**src/bil_regs.svh**
```systemverilog
// Constants of the boot image loader: flash layout, SRAM placement, checksum setup.
// Assumes byte addressing and halfword-wide flash reads.
`ifndef BIL_REGS_SVH
`define BIL_REGS_SVH

// Flash is seen through a 64K byte window; the page selects which 64K of flash shows.
`define BIL_WIN_BASE 32'h0100_0000
`define BIL_WIN_SPAN 32'h0001_0000
// One program slot is two sectors of 64KB each.
`define BIL_SECTOR_BYTES 23'h01_0000
`define BIL_SLOT_BYTES 23'h02_0000
`define BIL_NUM_SLOTS 3'h4
// Largest payload in bytes; the stored checksum follows it directly.
`define BIL_PAYLOAD_BYTES 17'h1_67FE
`define BIL_CRC_OFS 17'h1_67FE
// Halfword indices: last payload halfword and the stored checksum halfword.
`define BIL_LAST_COPY_IDX 17'h0_B3FE
`define BIL_LAST_CHECK_IDX 17'h0_B3FF
// Override record at the start of sector 9: image number, then its checksum.
`define BIL_OVR_OFS 23'h09_0000
`define BIL_OVR_LAST_IDX 17'h0_0001
// Destination SRAM.
`define BIL_SRAM_BASE 32'h2000_0000
`define BIL_SRAM_BYTES 32'h0001_8000
// Fixed checksum algorithm: polynomial 0x1021, preset all ones, most significant bit first.
`define BIL_CRC_POLY 16'h1021
`define BIL_CRC_INIT 16'hFFFF
// Copy FIFO depth in halfword writes.
`define BIL_FIFO_DEPTH 32

`endif

```
**src/bil_pkg.sv**
```systemverilog
// Types shared by the boot image loader and its copy FIFO.
// Assumes the constants header is available on the include path.
`default_nettype none
package bil_pkg;

  // Loader sequence states.
  typedef enum logic [2:0] {
    BIL_ST_OVR = 3'b000,
    BIL_ST_PICK = 3'b001,
    BIL_ST_CHECK = 3'b010,
    BIL_ST_COPY = 3'b011,
    BIL_ST_DRAIN = 3'b100,
    BIL_ST_RUN = 3'b101,
    BIL_ST_FAIL = 3'b110
  } bil_state_t;

  // One halfword write toward SRAM.
  typedef struct packed {
    logic [31:0] addr;
    logic [15:0] data;
  } bil_sram_wr_t;

  // One halfword read request toward the flash window.
  typedef struct packed {
    logic [6:0] page;
    logic [31:0] addr;
  } bil_flash_req_t;

endpackage
`default_nettype wire

```
**src/bil_fifo.sv**
```systemverilog
// Synchronous FIFO with valid/ready on both sides, used in the copy path.
// Assumes one clock and a synchronous active-high reset.
`timescale 1ns/1ps
`default_nettype none

module bil_fifo #(
  parameter int W = 48,
  parameter int DEPTH = 32
) (
  input wire logic clk,
  input wire logic reset,
  input wire logic in_valid,
  output logic in_ready,
  input wire logic [W-1:0] in_data,
  output logic out_valid,
  input wire logic out_ready,
  output logic [W-1:0] out_data
);
  localparam int AW = $clog2(DEPTH);

  logic [W-1:0] mem_q [DEPTH];
  logic [AW:0] wr_ptr_q;
  logic [AW:0] rd_ptr_q;
  logic full;
  logic empty;

  // Full when pointers differ only in the wrap bit, empty when equal.
  assign empty = (wr_ptr_q == rd_ptr_q);
  assign full = (wr_ptr_q[AW] != rd_ptr_q[AW]) && (wr_ptr_q[AW-1:0] == rd_ptr_q[AW-1:0]);
  assign in_ready = !full;
  assign out_valid = !empty;
  assign out_data = mem_q[rd_ptr_q[AW-1:0]];

  // Storage write.
  always_ff @(posedge clk) begin
    if (in_valid && !full) begin
      mem_q[wr_ptr_q[AW-1:0]] <= in_data;
    end
  end

  // Pointer update.
  always_ff @(posedge clk) begin
    if (reset) begin
      wr_ptr_q <= '0;
      rd_ptr_q <= '0;
    end else begin
      if (in_valid && !full) begin
        wr_ptr_q <= wr_ptr_q + 1'b1;
      end
      if (out_ready && !empty) begin
        rd_ptr_q <= rd_ptr_q + 1'b1;
      end
    end
  end

endmodule // bil_fifo

`default_nettype wire

```
**src/bil_loader.sv**
```systemverilog
// Boot image loader: picks a valid image in flash and copies it into SRAM.
// Assumes a flash port answering each accepted read with one halfword, and an SRAM write port.
//
// Overview of operation
// - After reset, copy a selected image from flash to SRAM, then start it.
// - Four slots, each two 64KB sectors, addressed by image number.
// - Payload is at most 0x167FE bytes from slot base; only that span used.
// - Sixteen-bit checksum stored at offset 0x167FE in each slot.
// - Image valid only when computed checksum equals the stored one.
// - Read the four-byte override record at sector 9 before choosing.
// - Override holds image number halfword and a checksum halfword over it.
// - Good override naming a valid image is tried before any other.
// - Otherwise test slots upward from image 0, load first valid one.
// - All flash reads go through the 64K window at 0x0100_0000.
// - Image is placed from the start of the 96KB SRAM.
`timescale 1ns/1ps
`default_nettype none
`include "bil_regs.svh"

module bil_loader (
  input wire logic clk,
  input wire logic reset,
  output logic fl_req_valid,
  input wire logic fl_req_ready,
  output bil_pkg::bil_flash_req_t fl_req,
  input wire logic fl_rsp_valid,
  input wire logic [15:0] fl_rsp_data,
  output logic sram_valid,
  input wire logic sram_ready,
  output bil_pkg::bil_sram_wr_t sram_wr,
  output logic boot_start,
  output logic [31:0] boot_entry,
  output logic boot_done,
  output logic boot_fail,
  output logic [1:0] boot_image
);
  import bil_pkg::*;

  bil_state_t state_q;
  logic busy_q;
  logic [16:0] idx_q;
  logic [15:0] crc_q;
  logic [15:0] ovr_num_q;
  logic ovr_ok_q;
  logic ovr_tried_q;
  logic [2:0] search_q;
  logic [1:0] slot_q;
  logic start_q;
  logic [22:0] flash_off;
  logic [15:0] crc_next;
  logic [15:0] ovr_crc;
  logic fifo_in_ready;
  logic fifo_in_valid;
  bil_sram_wr_t fifo_in;
  logic [$bits(bil_sram_wr_t)-1:0] fifo_out;
  logic active;

  // One checksum step over a halfword, most significant bit first.
  function automatic logic [15:0] crc16_step(input logic [15:0] crc, input logic [15:0] data);
    logic [15:0] c;
    c = crc;
    for (int i = 15; i >= 0; i--) begin
      if (c[15] ^ data[i]) begin
        c = {c[14:0], 1'b0} ^ `BIL_CRC_POLY;
      end else begin
        c = {c[14:0], 1'b0};
      end
    end
    return c;
  endfunction

  assign crc_next = crc16_step(crc_q, fl_rsp_data);
  assign ovr_crc = crc16_step(`BIL_CRC_INIT, ovr_num_q);

  // Flash byte offset of the current halfword: override record or slot span.
  always_comb begin
    if (state_q == BIL_ST_OVR) begin
      flash_off = `BIL_OVR_OFS + {5'h00, idx_q, 1'b0};
    end else begin
      flash_off = (23'(slot_q) * `BIL_SLOT_BYTES) + {5'h00, idx_q, 1'b0};
    end
  end

  // Request goes out through the window; the page picks the 64K block shown there.
  assign fl_req.page = flash_off[22:16];
  assign fl_req.addr = `BIL_WIN_BASE | {16'h0000, flash_off[15:0]};

  // Copying waits for FIFO room, so a stalled SRAM holds back flash reads.
  // No read is offered during reset, so the flash never holds a stale request afterwards.
  assign active = (state_q == BIL_ST_OVR) || (state_q == BIL_ST_CHECK) ||
                  ((state_q == BIL_ST_COPY) && fifo_in_ready);
  assign fl_req_valid = active && !busy_q && !reset;

  // Copied halfwords are placed from the SRAM base upward.
  assign fifo_in.addr = `BIL_SRAM_BASE + {14'h0000, idx_q, 1'b0};
  assign fifo_in.data = fl_rsp_data;
  assign fifo_in_valid = (state_q == BIL_ST_COPY) && fl_rsp_valid && busy_q;

  // Outstanding read tracking: one read in flight at a time.
  always_ff @(posedge clk) begin
    if (reset) begin
      busy_q <= 1'b0;
    end else if (fl_req_valid && fl_req_ready) begin
      busy_q <= 1'b1;
    end else if (fl_rsp_valid) begin
      busy_q <= 1'b0;
    end
  end

  // Main sequence: override, selection, check, copy, start.
  always_ff @(posedge clk) begin
    if (reset) begin
      state_q <= BIL_ST_OVR;
      idx_q <= '0;
      crc_q <= `BIL_CRC_INIT;
      ovr_num_q <= '0;
      ovr_ok_q <= 1'b0;
      ovr_tried_q <= 1'b0;
      search_q <= '0;
      slot_q <= '0;
      start_q <= 1'b0;
    end else begin
      start_q <= 1'b0;
      case (state_q)
        BIL_ST_OVR: begin
          if (fl_rsp_valid && busy_q) begin
            if (idx_q == `BIL_OVR_LAST_IDX) begin
              // Second halfword is the checksum over the image number.
              ovr_ok_q <= (ovr_crc == fl_rsp_data) && (ovr_num_q < 16'(`BIL_NUM_SLOTS));
              idx_q <= '0;
              state_q <= BIL_ST_PICK;
            end else begin
              ovr_num_q <= fl_rsp_data;
              idx_q <= idx_q + 17'h0_0001;
            end
          end
        end
        BIL_ST_PICK: begin
          crc_q <= `BIL_CRC_INIT;
          idx_q <= '0;
          if (ovr_ok_q && !ovr_tried_q) begin
            slot_q <= ovr_num_q[1:0];
            ovr_tried_q <= 1'b1;
            state_q <= BIL_ST_CHECK;
          end else if (search_q < `BIL_NUM_SLOTS) begin
            search_q <= search_q + 3'h1;
            // The override slot already failed, so the search passes it by.
            if (!(ovr_ok_q && (ovr_num_q[2:0] == search_q))) begin
              slot_q <= search_q[1:0];
              state_q <= BIL_ST_CHECK;
            end
          end else begin
            state_q <= BIL_ST_FAIL;
          end
        end
        BIL_ST_CHECK: begin
          if (fl_rsp_valid && busy_q) begin
            if (idx_q == `BIL_LAST_CHECK_IDX) begin
              // Last halfword read is the stored checksum.
              idx_q <= '0;
              state_q <= (crc_q == fl_rsp_data) ? BIL_ST_COPY : BIL_ST_PICK;
            end else begin
              crc_q <= crc_next;
              idx_q <= idx_q + 17'h0_0001;
            end
          end
        end
        BIL_ST_COPY: begin
          if (fl_rsp_valid && busy_q) begin
            if (idx_q == `BIL_LAST_COPY_IDX) begin
              state_q <= BIL_ST_DRAIN;
            end else begin
              idx_q <= idx_q + 17'h0_0001;
            end
          end
        end
        BIL_ST_DRAIN: begin
          // Start only after every copied halfword has reached SRAM.
          if (!sram_valid) begin
            start_q <= 1'b1;
            state_q <= BIL_ST_RUN;
          end
        end
        BIL_ST_RUN: begin
          state_q <= BIL_ST_RUN;
        end
        BIL_ST_FAIL: begin
          state_q <= BIL_ST_FAIL;
        end
        default: begin
          state_q <= BIL_ST_FAIL;
        end
      endcase
    end
  end

  // Status outputs.
  assign boot_start = start_q;
  assign boot_entry = `BIL_SRAM_BASE;
  assign boot_done = (state_q == BIL_ST_RUN);
  assign boot_fail = (state_q == BIL_ST_FAIL);
  assign boot_image = slot_q;

  // Copy FIFO between flash responses and SRAM writes.
  bil_fifo #(
    .W($bits(bil_sram_wr_t)),
    .DEPTH(`BIL_FIFO_DEPTH)
  ) u_fifo (
    .clk(clk),
    .reset(reset),
    .in_valid(fifo_in_valid),
    .in_ready(fifo_in_ready),
    .in_data(fifo_in),
    .out_valid(sram_valid),
    .out_ready(sram_ready),
    .out_data(fifo_out)
  );

  assign sram_wr = bil_sram_wr_t'(fifo_out);

endmodule // bil_loader

`default_nettype wire

```
**config.mk**
```make
export PLATFORM = sky130hd
export DESIGN_NAME = bil_loader
export DESIGN_NICKNAME = d
export VERILOG_FILES = /design/src/bil_pkg.sv /design/src/bil_fifo.sv /design/src/bil_loader.sv
export VERILOG_INCLUDE_DIRS = /design/src /design/src/src
export SDC_FILE = /design/constraint.sdc
export NUM_CORES = 1
export LEC_CHECK = 0
export ABC_CLOCK_PERIOD_IN_PS = 4600
export BUFFER_PORTS_ARGS = -buffer_cell sky130_fd_sc_hd__buf_2
export CAP_MARGIN = 0
export CELL_PAD_IN_SITES_DETAIL_PLACEMENT = 0
export CELL_PAD_IN_SITES_GLOBAL_PLACEMENT = 1
export CORE_MARGIN = 2
export CORE_UTILIZATION = 35
export CTS_CLUSTER_DIAMETER = 150
export DETAILED_ROUTE_END_ITERATION = 8
export PLACE_DENSITY = 0.61
export SYNTH_ARGS = -nofsm -noshare
export SYNTH_HDL_FRONTEND = slang
export SYNTH_SLANG_ARGS = --single-unit
```
**constraint.sdc**
```tcl
create_clock -name clk -period 4.6 [get_ports clk]
set_clock_uncertainty 0.15 [all_clocks]
set_input_delay 0 -clock clk [delete_from_list [all_inputs] [get_ports clk]]
set_output_delay 0 -clock clk [all_outputs]
set_load 0.005 [all_outputs]
```
==> metrics.md, run 1 <==
| Metric | Value |
|---|---|
| Status | `complete, no violations` |
| H-tree Lvls | `3` |
| Max-slew headroom | `a little under a third` |
| Post-synth EDFFs | `between 1,000 and 1,500` |
| GPL Wtd Cong | `about 0.78` |
| Routed WL per cell | `27.7 um` |
| Drt pass-1 iters | `5` |
| Die X | `approximately 360 um` |
| Sum of negative setup slack | `0 ns` |
| Power per cell area | `between 400 and 500 nW/um2` |
| Initial antenna violation count | `8` |
| Die ar. | `132,000 um2` |
| Synth Area in Compound Gates | `between 1 and 1.5%` |
| CP Capture Type | `flop` |
| WHS | `0.0627 ns` |
| Gr usage total | `approximately 18%` |
| VDD IR max | `~0.00034 V` |
| Fillers | `between 10,000 and 15,000` |
| Synth area leader | `edfxtp_1` |
| Number of antenna-violating nets in the routed design | `0` |
| P_leak | `around 17 nW` |
| Setup CP Type | `reg2reg` |
| Final Max Tran Viols | `0` |
| Cts repair resizes | `0` |
| Post-Synth Adder-Cell Area | `less than 1%` |
| DRC errors left | `0` |
| Synth cell types | `57` |
| Num CTS Buffers | `between 100 and 150` |
| # Post-CTS Setup Buffers | `0` |
| Synth top area cells | `edfxtp_1, mux4_2, dfxtp_1, buf_4, xnor2_1` |
| Post-route clock period utilization | `83.8%` |
| Pin count of the biggest net entering global routing | `slightly below 80` |
| Clock root cell | `clkbuf_16` |
| Layout cell share with drive strength beyond 1 | `30.5%` |
| Max-cap violations | `0` |
| Fmax | `approximately 0.26 GHz` |
| Clock network latency to the later pin of the worst-skew pair | `approximately 0.72 ns` |
| Cts hold-fix bufs | `21` |
| Row Count | `132` |
| TritonCTS clock tree | `built` |
| Synthesized area per cell | `approximately 21 um2` |
| Mux cell area share after synthesis | `about 17%` |
| Flop and latch count out of synthesis | `between 1,000 and 1,500` |
| Crit Path Max Fanout | `15` |
| Register area share after synthesis | `about three quarters` |
| Synth Area in XOR/XNOR | `2.45%` |
| RSZ-0062 raised after global routing | `no` |
| Clock Power Share | `44.9%` |
| PortBufs | `just under 80` |
| Final hold viol count | `0` |
| Initial core utilization | `35.1%` |
| Worst-path clk slew | `0.06 ns` |
| CP Launch Type | `flop` |
| Critical Path RT | `just under 5 ns` |
| Sink count of the clock tree | `about 1,100` |
| Drt total wl | `approximately 120,000 um` |
| Iter 0 DRT Violations | `2,261` |
| Sw Ratio | `approximately a fifth` |
| Slew @ Worst Pin | `roughly 1.0 ns` |
| Area grow syn2layout | `15.5%` |
| Grt total ovfl | `0` |
| Yosys warns | `0` |
| Final setup vio count | `0` |
| Shortest period the worst path allows | `between 3 and 4 ns` |
| Die height | `364 um` |
| Worst hold path type | `in2reg` |
| Num ports | `approximately 150` |
| Largest family of logic cells by synthesized area | `multiplexers` |
| First-pass GRT wire length | `167,000 um` |
| Max clock buf depth | `3` |
| Sw Pwr | `about 0.0043 W` |
| Vias in the first global route | `roughly 22,000` |
| Most common cell after layout, fill and taps aside | `edfxtp_1` |
| Vias per cell | `5.22` |
| Simple-gate share of the synthesized area | `under 10%` |
| Cell Area, Synth | `around 45,000 um2` |
| Detailed Place HPWL | `a little under 70,000 um` |
| Yosys top cell area share | `between 60% and 70%` |
| Ys flop type | `edfxtp_1` |
| Final nets | `~2,400` |
| Ys async rst share | `0%` |
| Cells after synthesis | `between 2,000 and 2,500` |
| Core Box Area | `about 130,000 um2` |
| Internal power | `about 0.017 W` |
| Most frequent cells in the layout | `edfxtp_1, mux4_2, clkbuf_16` |
| CP Data Arrival Time | `4.08 ns` |
| Seq pwr share | `53.0%` |
| Via count | `between 20,000 and 25,000` |
| Logic pwr share | `2.1%` |
[final timing paths]
check	start	end	slack (ns)	depth (start not counted)
min	sram_ready	flop	0.06	4
min reg2reg	ovr_tried_q$_SDFFE_PP0P_	ovr_tried_q$_SDFFE_PP0P_	0.35	2
max	u_fifo.wr_ptr_q[3]$_SDFFE_PP0P_	u_fifo.mem_q[15][2]$_DFFE_PP_	0.74	6
max reg2reg	u_fifo.wr_ptr_q[3]$_SDFFE_PP0P_	u_fifo.mem_q[15][2]$_DFFE_PP_	0.74	6
[final cells by class]
class	count	area [um2]	area share [%]
clock buffer	148	3140	5.99
timing repair buffer	190	1560	2.97
clock inverter	75	711	1.36
multi-input combinational	911	11500	21.9
inverter	8	30.0	0.0573
sequential	1134	33300	63.6
antenna	1	2.50	0.00478
tap	1742	2180	4.16
[cells by family (layout without fill, tap and decap cells)]
kind of cell | Yosys count | count (layout)
flip-flops | 1134 | 1134
multiplexers | 370 | 370
AND/OR/NAND/NOR | 264 | 264
buffers and inverters | 199 | 421
XOR/XNOR | 114 | 114
AO/OA/AOI/OAI | 84 | 84
adder cells (fa/ha/maj) | 12 | 12
other | 2 | 68
[sequential cells by signal (all words and copies together), names as in the netlist, 2 cells and up, named ones only]
register and count:
u_fifo.rd_ptr_q 6, crc_q 16, u_fifo.mem_q 1056, boot_image 2
ovr_num_q 16, state_q 3, u_fifo.wr_ptr_q 6, search_q 3
idx_q 17
[power groups by stage]
stage	Combinational, W	Clock [W]	Sequential [W]
floorplan	0.000282	0	0.0115
global placement	0.000429	0	0.0114
detailed placement	0.000437	0	0.0114
CTS	0.000453	0.00972	0.0112
global route	0.000492	0.0101	0.0112
finish	0.000449	0.00951	0.0112
[cells in the mapped netlist (8+ instances only)]
cell type,number
ha_1,12
xnor2_1,70
buf_2,16
nand4_1,16
nor4_1,8
a21oi_1,40
nor2_1,73
inv_1,8
mux4_2,330
o21ai_0,14
dfxtp_1,78
clkbuf_1,70
nand3_1,35
xor2_1,35
edfxtp_1,1056
nand2b_1,25
mux2_2,35
nand2_1,52
buf_1,22
nor3_1,11
buf_4,82
[critical path, cell delays in order, from the launching register on]
cell and delay (ns):
dfxtp_1 0.55, xnor2_1 0.16, and4_1 0.24, a21oi_1 0.52, nand2_1 0.72, nor2_4 0.73
buf_4 0.43
[routing by layer]
layer	GRT usage (%)	share of wire (%)	wire length, um
met1	24.5	43	49700
met2	29.0	49	57000
met3	3.60	6.5	7580
met4	4.34	2.0	2350
met5	0	0.023	27
[per-stage QoR]
| step | util (%) | std cells | power, W | setup WS [ns] | instance area [um2] |
|---|---|---|---|---|---|
| final | 40.6 | 4209 | 0.0212 | 0.744 | 52400 |
| after floorplan | - | 2244 | 0.0117 | 0.992 | 45600 |
| after CTS | 40.6 | 4208 | 0.0214 | 0.689 | 52400 |
| after global routing | 40.6 | 4209 | 0.0218 | 0.563 | 52400 |
| after detailed placement | 37.4 | 3964 | 0.0119 | 0.748 | 48300 |
| after global placement | 37.4 | 3964 | 0.0119 | 0.765 | 48300 |
Power figures use the tool's default switching activity.
==> run 2, diff against run 1 <==
--- a/config.mk
+++ b/config.mk
@@ -6,7 +6,7 @@
 export SDC_FILE = /design/constraint.sdc
 export NUM_CORES = 1
 export LEC_CHECK = 0
-export ABC_CLOCK_PERIOD_IN_PS = 4600
+export ABC_CLOCK_PERIOD_IN_PS = 3150
 export BUFFER_PORTS_ARGS = -buffer_cell sky130_fd_sc_hd__buf_2
 export CAP_MARGIN = 0
 export CELL_PAD_IN_SITES_DETAIL_PLACEMENT = 0
@@ -15,7 +15,7 @@
 export CORE_UTILIZATION = 35
 export CTS_CLUSTER_DIAMETER = 150
 export DETAILED_ROUTE_END_ITERATION = 8
-export PLACE_DENSITY = 0.61
+export PLACE_DENSITY = 0.63
 export SYNTH_ARGS = -nofsm -noshare
 export SYNTH_HDL_FRONTEND = slang
 export SYNTH_SLANG_ARGS = --single-unit
==> constraint.sdc (replaced) <==
create_clock -name clk -period 3.15 [get_ports clk]
set_clock_uncertainty 0.15 [all_clocks]
set_input_delay 0 -clock clk [delete_from_list [all_inputs] [get_ports clk]]
set_output_delay 0 -clock clk [all_outputs]
set_load 0.005 [all_outputs]
==> metrics.md, run 2 (synthesis gave the netlist of run 1 again) <==
| Metric | Value |
|---|---|
| Status | `finished with violations (was complete, no violations)` |
| Failing checks | `setup timing` |
| Crit-path max cell delay | `0.51 ns (was 0.73 ns)` |
| Crit Path Max Fanout | `8 (was 15)` |
| Final nets | `2,487 (was 2,396)` |
| Shortest period the worst path allows | `between 3 and 4 ns` |
| RR Endpoint | `state_q[1]$_SDFFE_PP0P_ (was u_fifo.mem_q[15][2]$_DFFE_PP_)` |
| Post-route clock period utilization | `104%` |
| Fmax | `between 0.3 and 0.4 GHz` |
| Number of diodes | `0 (was 1)` |
| Design area | `54,200 um2 (was 52,400 um2)` |
| Iter 0 DRT Violations | `2,226 (was 2,261)` |
| Crit path buffers/inverters | `5 (was 1)` |
| Critical path depth | `8 (was 6)` |
| Critical path cell sequence | `buf_6 -> buf_16 -> buf_12 -> buf_16 -> mux4_2 -> mux4_2 -> mux2_4 -> buf_6 (was xnor2_1 -> and4_1 -> a21oi_1 -> nand2_1 -> nor2_4 -> buf_4)` |
| Clock network latency to the later pin of the worst-skew pair | `0.74 ns (was 0.72 ns)` |
| Placed Area | `49,000 um2 (was 48,300 um2)` |
| Final setup vio count | `32 (was 0)` |
| Die ar. | `132,000 um2 (unchanged)` |
| Clock root cell | `clkbuf_16 (unchanged)` |
| Layout cell share with drive strength beyond 1 | `32.6% (was 30.5%)` |
| PortBufs | `79 (unchanged)` |
| Delay-heaviest family, CP | `multiplexers (was simple AND/OR/NAND/NOR gates)` |
| H-tree Lvls | `3 (unchanged)` |
| Final Max Tran Viols | `0 (unchanged)` |
| Max FFs per register | `1,056 (unchanged)` |
| CP Capture Type | `primary output (was flop)` |
| Hold EP | `u_fifo.mem_q[6][6]$_DFFE_PP_` |
| Most common cell after layout, fill and taps aside | `edfxtp_1 (unchanged)` |
| TritonCTS clock tree | `built (unchanged)` |
| RR Startpoint | `state_q[0]$_SDFFE_PP0P_ (was u_fifo.wr_ptr_q[3]$_SDFFE_PP0P_)` |
| Die height | `364 um (unchanged)` |
| Gr usage total | `17.7% (was 17.8%)` |
| P_leak | `17.6 nW (was 16.9 nW)` |
| Final setup margin | `-0.139 ns (was 0.744 ns)` |
| R2R Setup Slk | `0.35 ns (was 0.74 ns)` |
| Core Box Area | `129,000 um2 (unchanged)` |
| DRC errors left | `0 (unchanged)` |
| Slew @ Worst Pin | `0.759 ns (was 1.05 ns)` |
| Critical Path RT | `3.00 ns (was 4.83 ns)` |
| Num ports | `147 (unchanged)` |
| Routed WL per cell | `27.5 um (was 27.7 um)` |
| RSZ-0062 raised after global routing | `yes (was no)` |
| Initial antenna violation count | `2 (was 8)` |
| CP Launch Type | `flop (unchanged)` |
| Max clock buf depth | `3 (unchanged)` |
| Vias per cell | `5.26 (was 5.22)` |
| Detailed Place HPWL | `62,800 um (was 67,900 um)` |
| Number of antenna-violating nets in the routed design | `0 (unchanged)` |
| Via count | `22,515 (was 21,987)` |
| Worst path slowest cell | `mux4_2 (was nor2_4)` |
| VDD IR max | `0.000425 V (was 0.000338 V)` |
| Row Count | `132 (unchanged)` |
| Fillers | `11,121 (was 11,281)` |
| Worst hold path type | `in2reg (unchanged)` |
| Final hold viol count | `0 (unchanged)` |
| Pin count of the biggest net entering global routing | `51 (was 79)` |
| Vias in the first global route | `23,268 (was 22,492)` |
| CP Data Arrival Time | `3.14 ns (was 4.08 ns)` |
| Most frequent cells in the layout | `edfxtp_1, mux4_2, clkbuf_16 (unchanged)` |
| Grt total ovfl | `0 (unchanged)` |
| Setup CP Type | `reg2out (was reg2reg)` |
| Max-slew headroom | `49.4% (was 30.2%)` |
| Hold Path Origin | `fl_rsp_data[6] (was sram_ready)` |
| Sink count of the clock tree | `1,134 (unchanged)` |
| First-pass GRT wire length | `168,000 um (was 167,000 um)` |
| Max-cap violations | `0 (unchanged)` |
| Power per cell area | `558 nW/um2 (was 405 nW/um2)` |
| Area grow syn2layout | `19.6% (was 15.5%)` |
| Pre-CTS setup slack | `0.457 ns (was 0.748 ns)` |
| Drt total wl | `118,000 um (was 117,000 um)` |
| Worst-path clk slew | `0.06 ns (about the same)` |
| Num CTS Buffers | `115 (was 118)` |
| Hold path cells | `2 (was 4)` |
| GPL Wtd Cong | `0.772 (was 0.783)` |
| Drt pass-1 iters | `8 (was 5)` |
| Sum of negative setup slack | `-2.51 ns (was 0 ns)` |
| Initial core utilization | `35.1% (unchanged)` |
| Reg2Reg Depth | `8 (was 6)` |
| Die X | `364 um (unchanged)` |
[run 2: cell types whose count changed in the layout (fill, tap and decap cells not counted), moves of 10 or more]
cell      change
buf_6        +36
clkinv_2     -10
buf_12       +29
mux2_2       -32
buf_2        -31
buf_16       +23
buf_4        +20
mux2_4       +32
[run 2: worst register-to-register path, cell delays in order (launching register included)]
cell	delay, ns
dfxtp_1	0.41
nor2_1	0.24
and2_1	0.51
nand3_1	0.17
nor4_1	0.30
dlygate4sd3_1	0.60
buf_4	0.14
o211ai_1	0.08
a21oi_1	0.15
[run 2: layout make-up]
class                      count  area [um2]  area share (%)
clock buffer                 142        3000            5.53
clock inverter                59         627            1.16
inverter                       8        30.0          0.0554
multi-input combinational    911       11600            21.4
sequential                  1134       33300            61.4
tap                         1742        2180            4.02
timing repair buffer         284        3490            6.44
[run 2: worst max-delay path by stage]
stage | endpoint | slack, ns
3_3_place_gp | sram_wr[2] | 0.47
4_1_cts | sram_wr[1] | -0.19
3_5_place_dp | sram_wr[2] | 0.46
6_report | sram_wr[3] | -0.14
5_1_grt | sram_wr[3] | -0.20
2_1_floorplan | u_fifo.mem_q[31][0]$_DFFE_PP_ | -0.46
[run 2: timing repair]
action                                 CTS  global route
endpoints found under the hold margin  578             0
gates cloned                            20             6
setup endpoints to repair               33            33
hold buffers                            24             0
resized for setup                      104            17
setup buffers                           20             5
[run 2: routing by layer]
layer | up-vias | global-route usage [%] | part of all wire (%)
met1 | 12188 | 24.4 | 41
met4 | 0 | 4.07 | 1.8
li1 | 9354 | - | -
met5 | - | 0 | 0
met2 | 821 | 29.6 | 50
met3 | 152 | 2.81 | 6.7
[run 2: where the power goes]
group	switching, W	internal (W)	total, W
combinational	0.000413	0.000229	0.000642
clock	0.00576	0.00742	0.0132
sequential	0.0000264	0.0164	0.0164
[run 2: metrics by stage]
step                hold slack [ns]  total power (W)  util [%]  instances
floorplan                   -0.0511           0.0171         -       2244
global placement              0.148           0.0173      38.0       4010
detailed placement            0.155           0.0173      38.0       4010
CTS                          0.0190           0.0305      41.9       4275
global route                 0.0627           0.0311      42.0       4280
finish                       0.0840           0.0302      42.0       4280
==> run 3, diff against run 2 <==
--- a/config.mk
+++ b/config.mk
@@ -6,16 +6,18 @@
 export SDC_FILE = /design/constraint.sdc
 export NUM_CORES = 1
 export LEC_CHECK = 0
-export ABC_CLOCK_PERIOD_IN_PS = 3150
+export ABC_CLOCK_PERIOD_IN_PS = 3450
 export BUFFER_PORTS_ARGS = -buffer_cell sky130_fd_sc_hd__buf_2
 export CAP_MARGIN = 0
 export CELL_PAD_IN_SITES_DETAIL_PLACEMENT = 0
 export CELL_PAD_IN_SITES_GLOBAL_PLACEMENT = 1
+export CORE_ASPECT_RATIO = 2
 export CORE_MARGIN = 2
 export CORE_UTILIZATION = 35
 export CTS_CLUSTER_DIAMETER = 150
 export DETAILED_ROUTE_END_ITERATION = 8
-export PLACE_DENSITY = 0.63
+export PLACE_DENSITY = 0.62
 export SYNTH_ARGS = -nofsm -noshare
 export SYNTH_HDL_FRONTEND = slang
+export SYNTH_HIERARCHICAL = 1
 export SYNTH_SLANG_ARGS = --single-unit
==> constraint.sdc (replaced) <==
create_clock -name clk -period 3.45 [get_ports clk]
set_clock_uncertainty 0.15 [all_clocks]
set_input_delay 0 -clock clk [delete_from_list [all_inputs] [get_ports clk]]
set_output_delay 0 -clock clk [all_outputs]
set_load 0.005 [all_outputs]
==> metrics.md, run 3 <==
| Metric | Value |
|---|---|
| Yosys warns | `6 (was 0)` |
| GPL Wtd Cong | `0.756 (was 0.772)` |
| Fmax | `between 0.3 and 0.4 GHz` |
| Initial core utilization | `35.2% (was 35.1%)` |
| Multi-input logic area | `17,900 um2 (was 11,600 um2)` |
| Post-synth EDFFs | `1,536 (was 1,056)` |
| Flop and latch count out of synthesis | `1,614 (was 1,134)` |
| Most common cell after layout, fill and taps aside | `edfxtp_1 (unchanged)` |
| Num CTS Buffers | `148 (was 115)` |
| Die height | `613 um (was 364 um)` |
| Clock root cell | `clkbuf_16 (unchanged)` |
| Drt total wl | `181,000 um (was 118,000 um)` |
| Slew @ Worst Pin | `1.07 ns (was 0.759 ns)` |
| Synth cell types | `77 (was 57)` |
| Synth cell count leaders | `edfxtp_1, mux2i_1, nand2_1, a21oi_1, nand3_1 (was edfxtp_1, mux4_2, buf_4, dfxtp_1, nor2_1)` |
| P_leak | `24.8 nW (was 17.6 nW)` |
| Max-slew headroom | `29.0% (was 49.4%)` |
| Status | `complete, no violations (was finished with violations)` |
| Ys async rst share | `0% (unchanged)` |
| VDD IR max | `0.000382 V (was 0.000425 V)` |
| Final core utilization | `41.3% (was 42.0%)` |
| CP Data Arrival Time | `3.18 ns (was 3.14 ns)` |
| Sink count of the clock tree | `1,614 (was 1,134)` |
| PortBufs | `94 (was 79)` |
| Die X | `308 um (was 364 um)` |
| Pre-CTS setup slack | `0.510 ns (was 0.457 ns)` |
| Setup CP Type | `reg2out (unchanged)` |
| Most frequent cells in the layout | `edfxtp_1, mux2i_1, conb_1 (was edfxtp_1, mux4_2, clkbuf_16)` |
| WHS | `0.0708 ns (was 0.0840 ns)` |
| H-tree Lvls | `4 (was 3)` |
| Initial antenna violation count | `5 (was 2)` |
| Worst-path clk slew | `0.07 ns (was 0.06 ns)` |
| Cell Area, Synth | `64,900 um2 (was 45,300 um2)` |
| Design area | `76,100 um2 (was 54,200 um2)` |
| DRC errors left | `0 (unchanged)` |
| First-pass GRT wire length | `257,000 um (was 168,000 um)` |
| Ys flop type | `edfxtp_1 (unchanged)` |
| Clock network latency to the later pin of the worst-skew pair | `0.80 ns (was 0.74 ns)` |
| Cell Count, Final, Fillers Out | `7,212 (was 4,280)` |
| Detailed Place HPWL | `97,400 um (was 62,800 um)` |
| Final nets | `4,667 (was 2,487)` |
| Final setup margin | `0.118 ns (was -0.139 ns)` |
| Max clock buf depth | `4 (was 3)` |
| Die ar. | `189,000 um2 (was 132,000 um2)` |
| Cells after synthesis | `3,946 (was 2,179)` |
| Shortest period the worst path allows | `roughly 3.3 ns` |
| Worst hold path type | `in2reg (unchanged)` |
| RSZ-0062 raised after global routing | `no (was yes)` |
| Power per cell area | `499 nW/um2 (was 558 nW/um2)` |
| Final hold viol count | `0 (unchanged)` |
| Area occupied by registers | `47,700 um2 (was 33,300 um2)` |
| Yosys top cell area share | `71.1% (was 70.0%)` |
| Max FFs per register | `1,536 (was 1,056)` |
| Most common cell in the netlist | `edfxtp_1 (unchanged)` |
| Crit Path Max Fanout | `63 (was 8)` |
| Routed WL per cell | `25.0 um (was 27.5 um)` |
| Synth top area cells | `edfxtp_1, mux2i_1, dfxtp_1, a22oi_1, a21oi_1 (was edfxtp_1, mux4_2, dfxtp_1, buf_4, xnor2_1)` |
| CP Capture Type | `primary output (unchanged)` |
| Vias in the first global route | `36,575 (was 23,268)` |
| Max-cap violations | `0 (unchanged)` |
| Placed cell count | `6,917 (was 4,010)` |
| Placed Area | `71,000 um2 (was 49,000 um2)` |
| Register area share after synthesis | `73.5% (was 73.4%)` |
| Gr usage total | `18.9% (was 17.7%)` |
| Pin count of the biggest net entering global routing | `113 (was 51)` |
| Drt pass-1 iters | `6 (was 8)` |
| Via count | `35,683 (was 22,515)` |
| Iter 0 DRT Violations | `2,241 (was 2,226)` |
| Row Count | `223 (was 132)` |
| Fillers | `16,694 (was 11,121)` |
| CP Launch Type | `flop (unchanged)` |
| Synth area leader | `edfxtp_1 (unchanged)` |
| Num ports | `147 (unchanged)` |
| Final setup vio count | `0 (was 32)` |
| Core Box Area | `184,000 um2 (was 129,000 um2)` |
| Vias per cell | `4.95 (was 5.26)` |
| Synthesized area per cell | `16.4 um2 (was 20.8 um2)` |
| Area grow syn2layout | `17.4% (was 19.6%)` |
| Final Max Tran Viols | `0 (unchanged)` |
| Critical Path RT | `3.30 ns (was 3.00 ns)` |
| Layout cell share with drive strength beyond 1 | `11.4% (was 32.6%)` |
| Grt total ovfl | `0 (unchanged)` |
| Post-route clock period utilization | `between 90 and 100%` |
| Number of antenna-violating nets in the routed design | `0 (unchanged)` |
| TritonCTS clock tree | `built (unchanged)` |
## run 3: worst max-delay path, cell delays in order, from the launching register on
cell	delay, ns
dfxtp_2	0.41
nor2_4	0.19
buf_12	0.36
buf_4	0.40
a22o_1	0.20
nor3_1	0.06
a31oi_1	0.24
nand3_1	0.23
buf_2	0.20
## run 3: timing repair
action / in CTS / in global routing
resized for setup: 11 / 6
endpoints found under the hold margin: 582 / 0
hold buffers: 24 / 0
endpoints found under the setup margin: 15 / 16
pin swaps: 0 / 0
setup buffers: 3 / 11
gates cloned: 2 / 2
## run 3: cell families (layout without fill, tap and decap cells)
logic type | after synthesis | in the layout | synth area share (%)
buffers and inverters | 295 | 546 | 2.51
xor gates and xnor gates | 116 | 116 | 1.88
and+or+nand+nor | 610 | 611 | 4.43
other | 2 | 541 | 0.0116
AOI/OAI and AO/OA | 518 | 518 | 5.40
DFF | 1614 | 1614 | 73.5
muxes | 779 | 779 | 12.0
adders and majority gates | 12 | 12 | 0.231
## run 3: metrics by stage
step	TNS [ns]	power, W
final	0	0.0380
after global routing	0	0.0390
after CTS	-0.0845	0.0384
after detailed placement	0	0.0224
after global placement	0	0.0224
after floorplan	-1004.49	0.0222
## run 3: final timing paths
path                              startpoint                               to  slack, ns  depth (start not counted)
max                                     flop                      sram_wr[25]       0.12                          8
min                               sram_ready  u_fifo/rd_ptr_q[0]$_SDFFE_PP0N_       0.07                          5
max reg2reg  u_fifo/wr_ptr_q[0]$_SDFFE_PP0P_              busy_q$_SDFFE_PP0P_       0.32                         10
min reg2reg           crc_q[14]$_SDFFE_PP1P_           crc_q[14]$_SDFFE_PP1P_       0.32                          2
## run 3: per-layer routing
metal	up-vias	track usage (%)	wire length, um
met1	18580	21.9	70300
li1	16120	-	-
met4	0	5.52	5100
met3	238	1.74	6010
met5	-	0	0
met2	745	36.4	99300
## run 3: layout make-up
| cell class | instances | share of cell area (%) |
|---|---|---|
| Clock inverter | 66 | 0.822 |
| Multi-Input combinational cell | 2568 | 23.5 |
| Tap cell | 2475 | 4.07 |
| Timing Repair Buffer | 291 | 3.78 |
| Inverter | 11 | 0.0575 |
| Antenna cell | 9 | 0.0296 |
| Sequential cell | 1614 | 62.6 |
| Clock buffer | 178 | 5.14 |
## run 3: power by group
part	total, W	leakage, nW	internal [W]	switching (W)
Combinational	0.000652	7.30	0.000207	0.000446
Sequential	0.0214	15.3	0.0214	0.0000203
Clock	0.0160	2.20	0.00895	0.00703
Total	0.0380	24.8	0.0305	0.00749
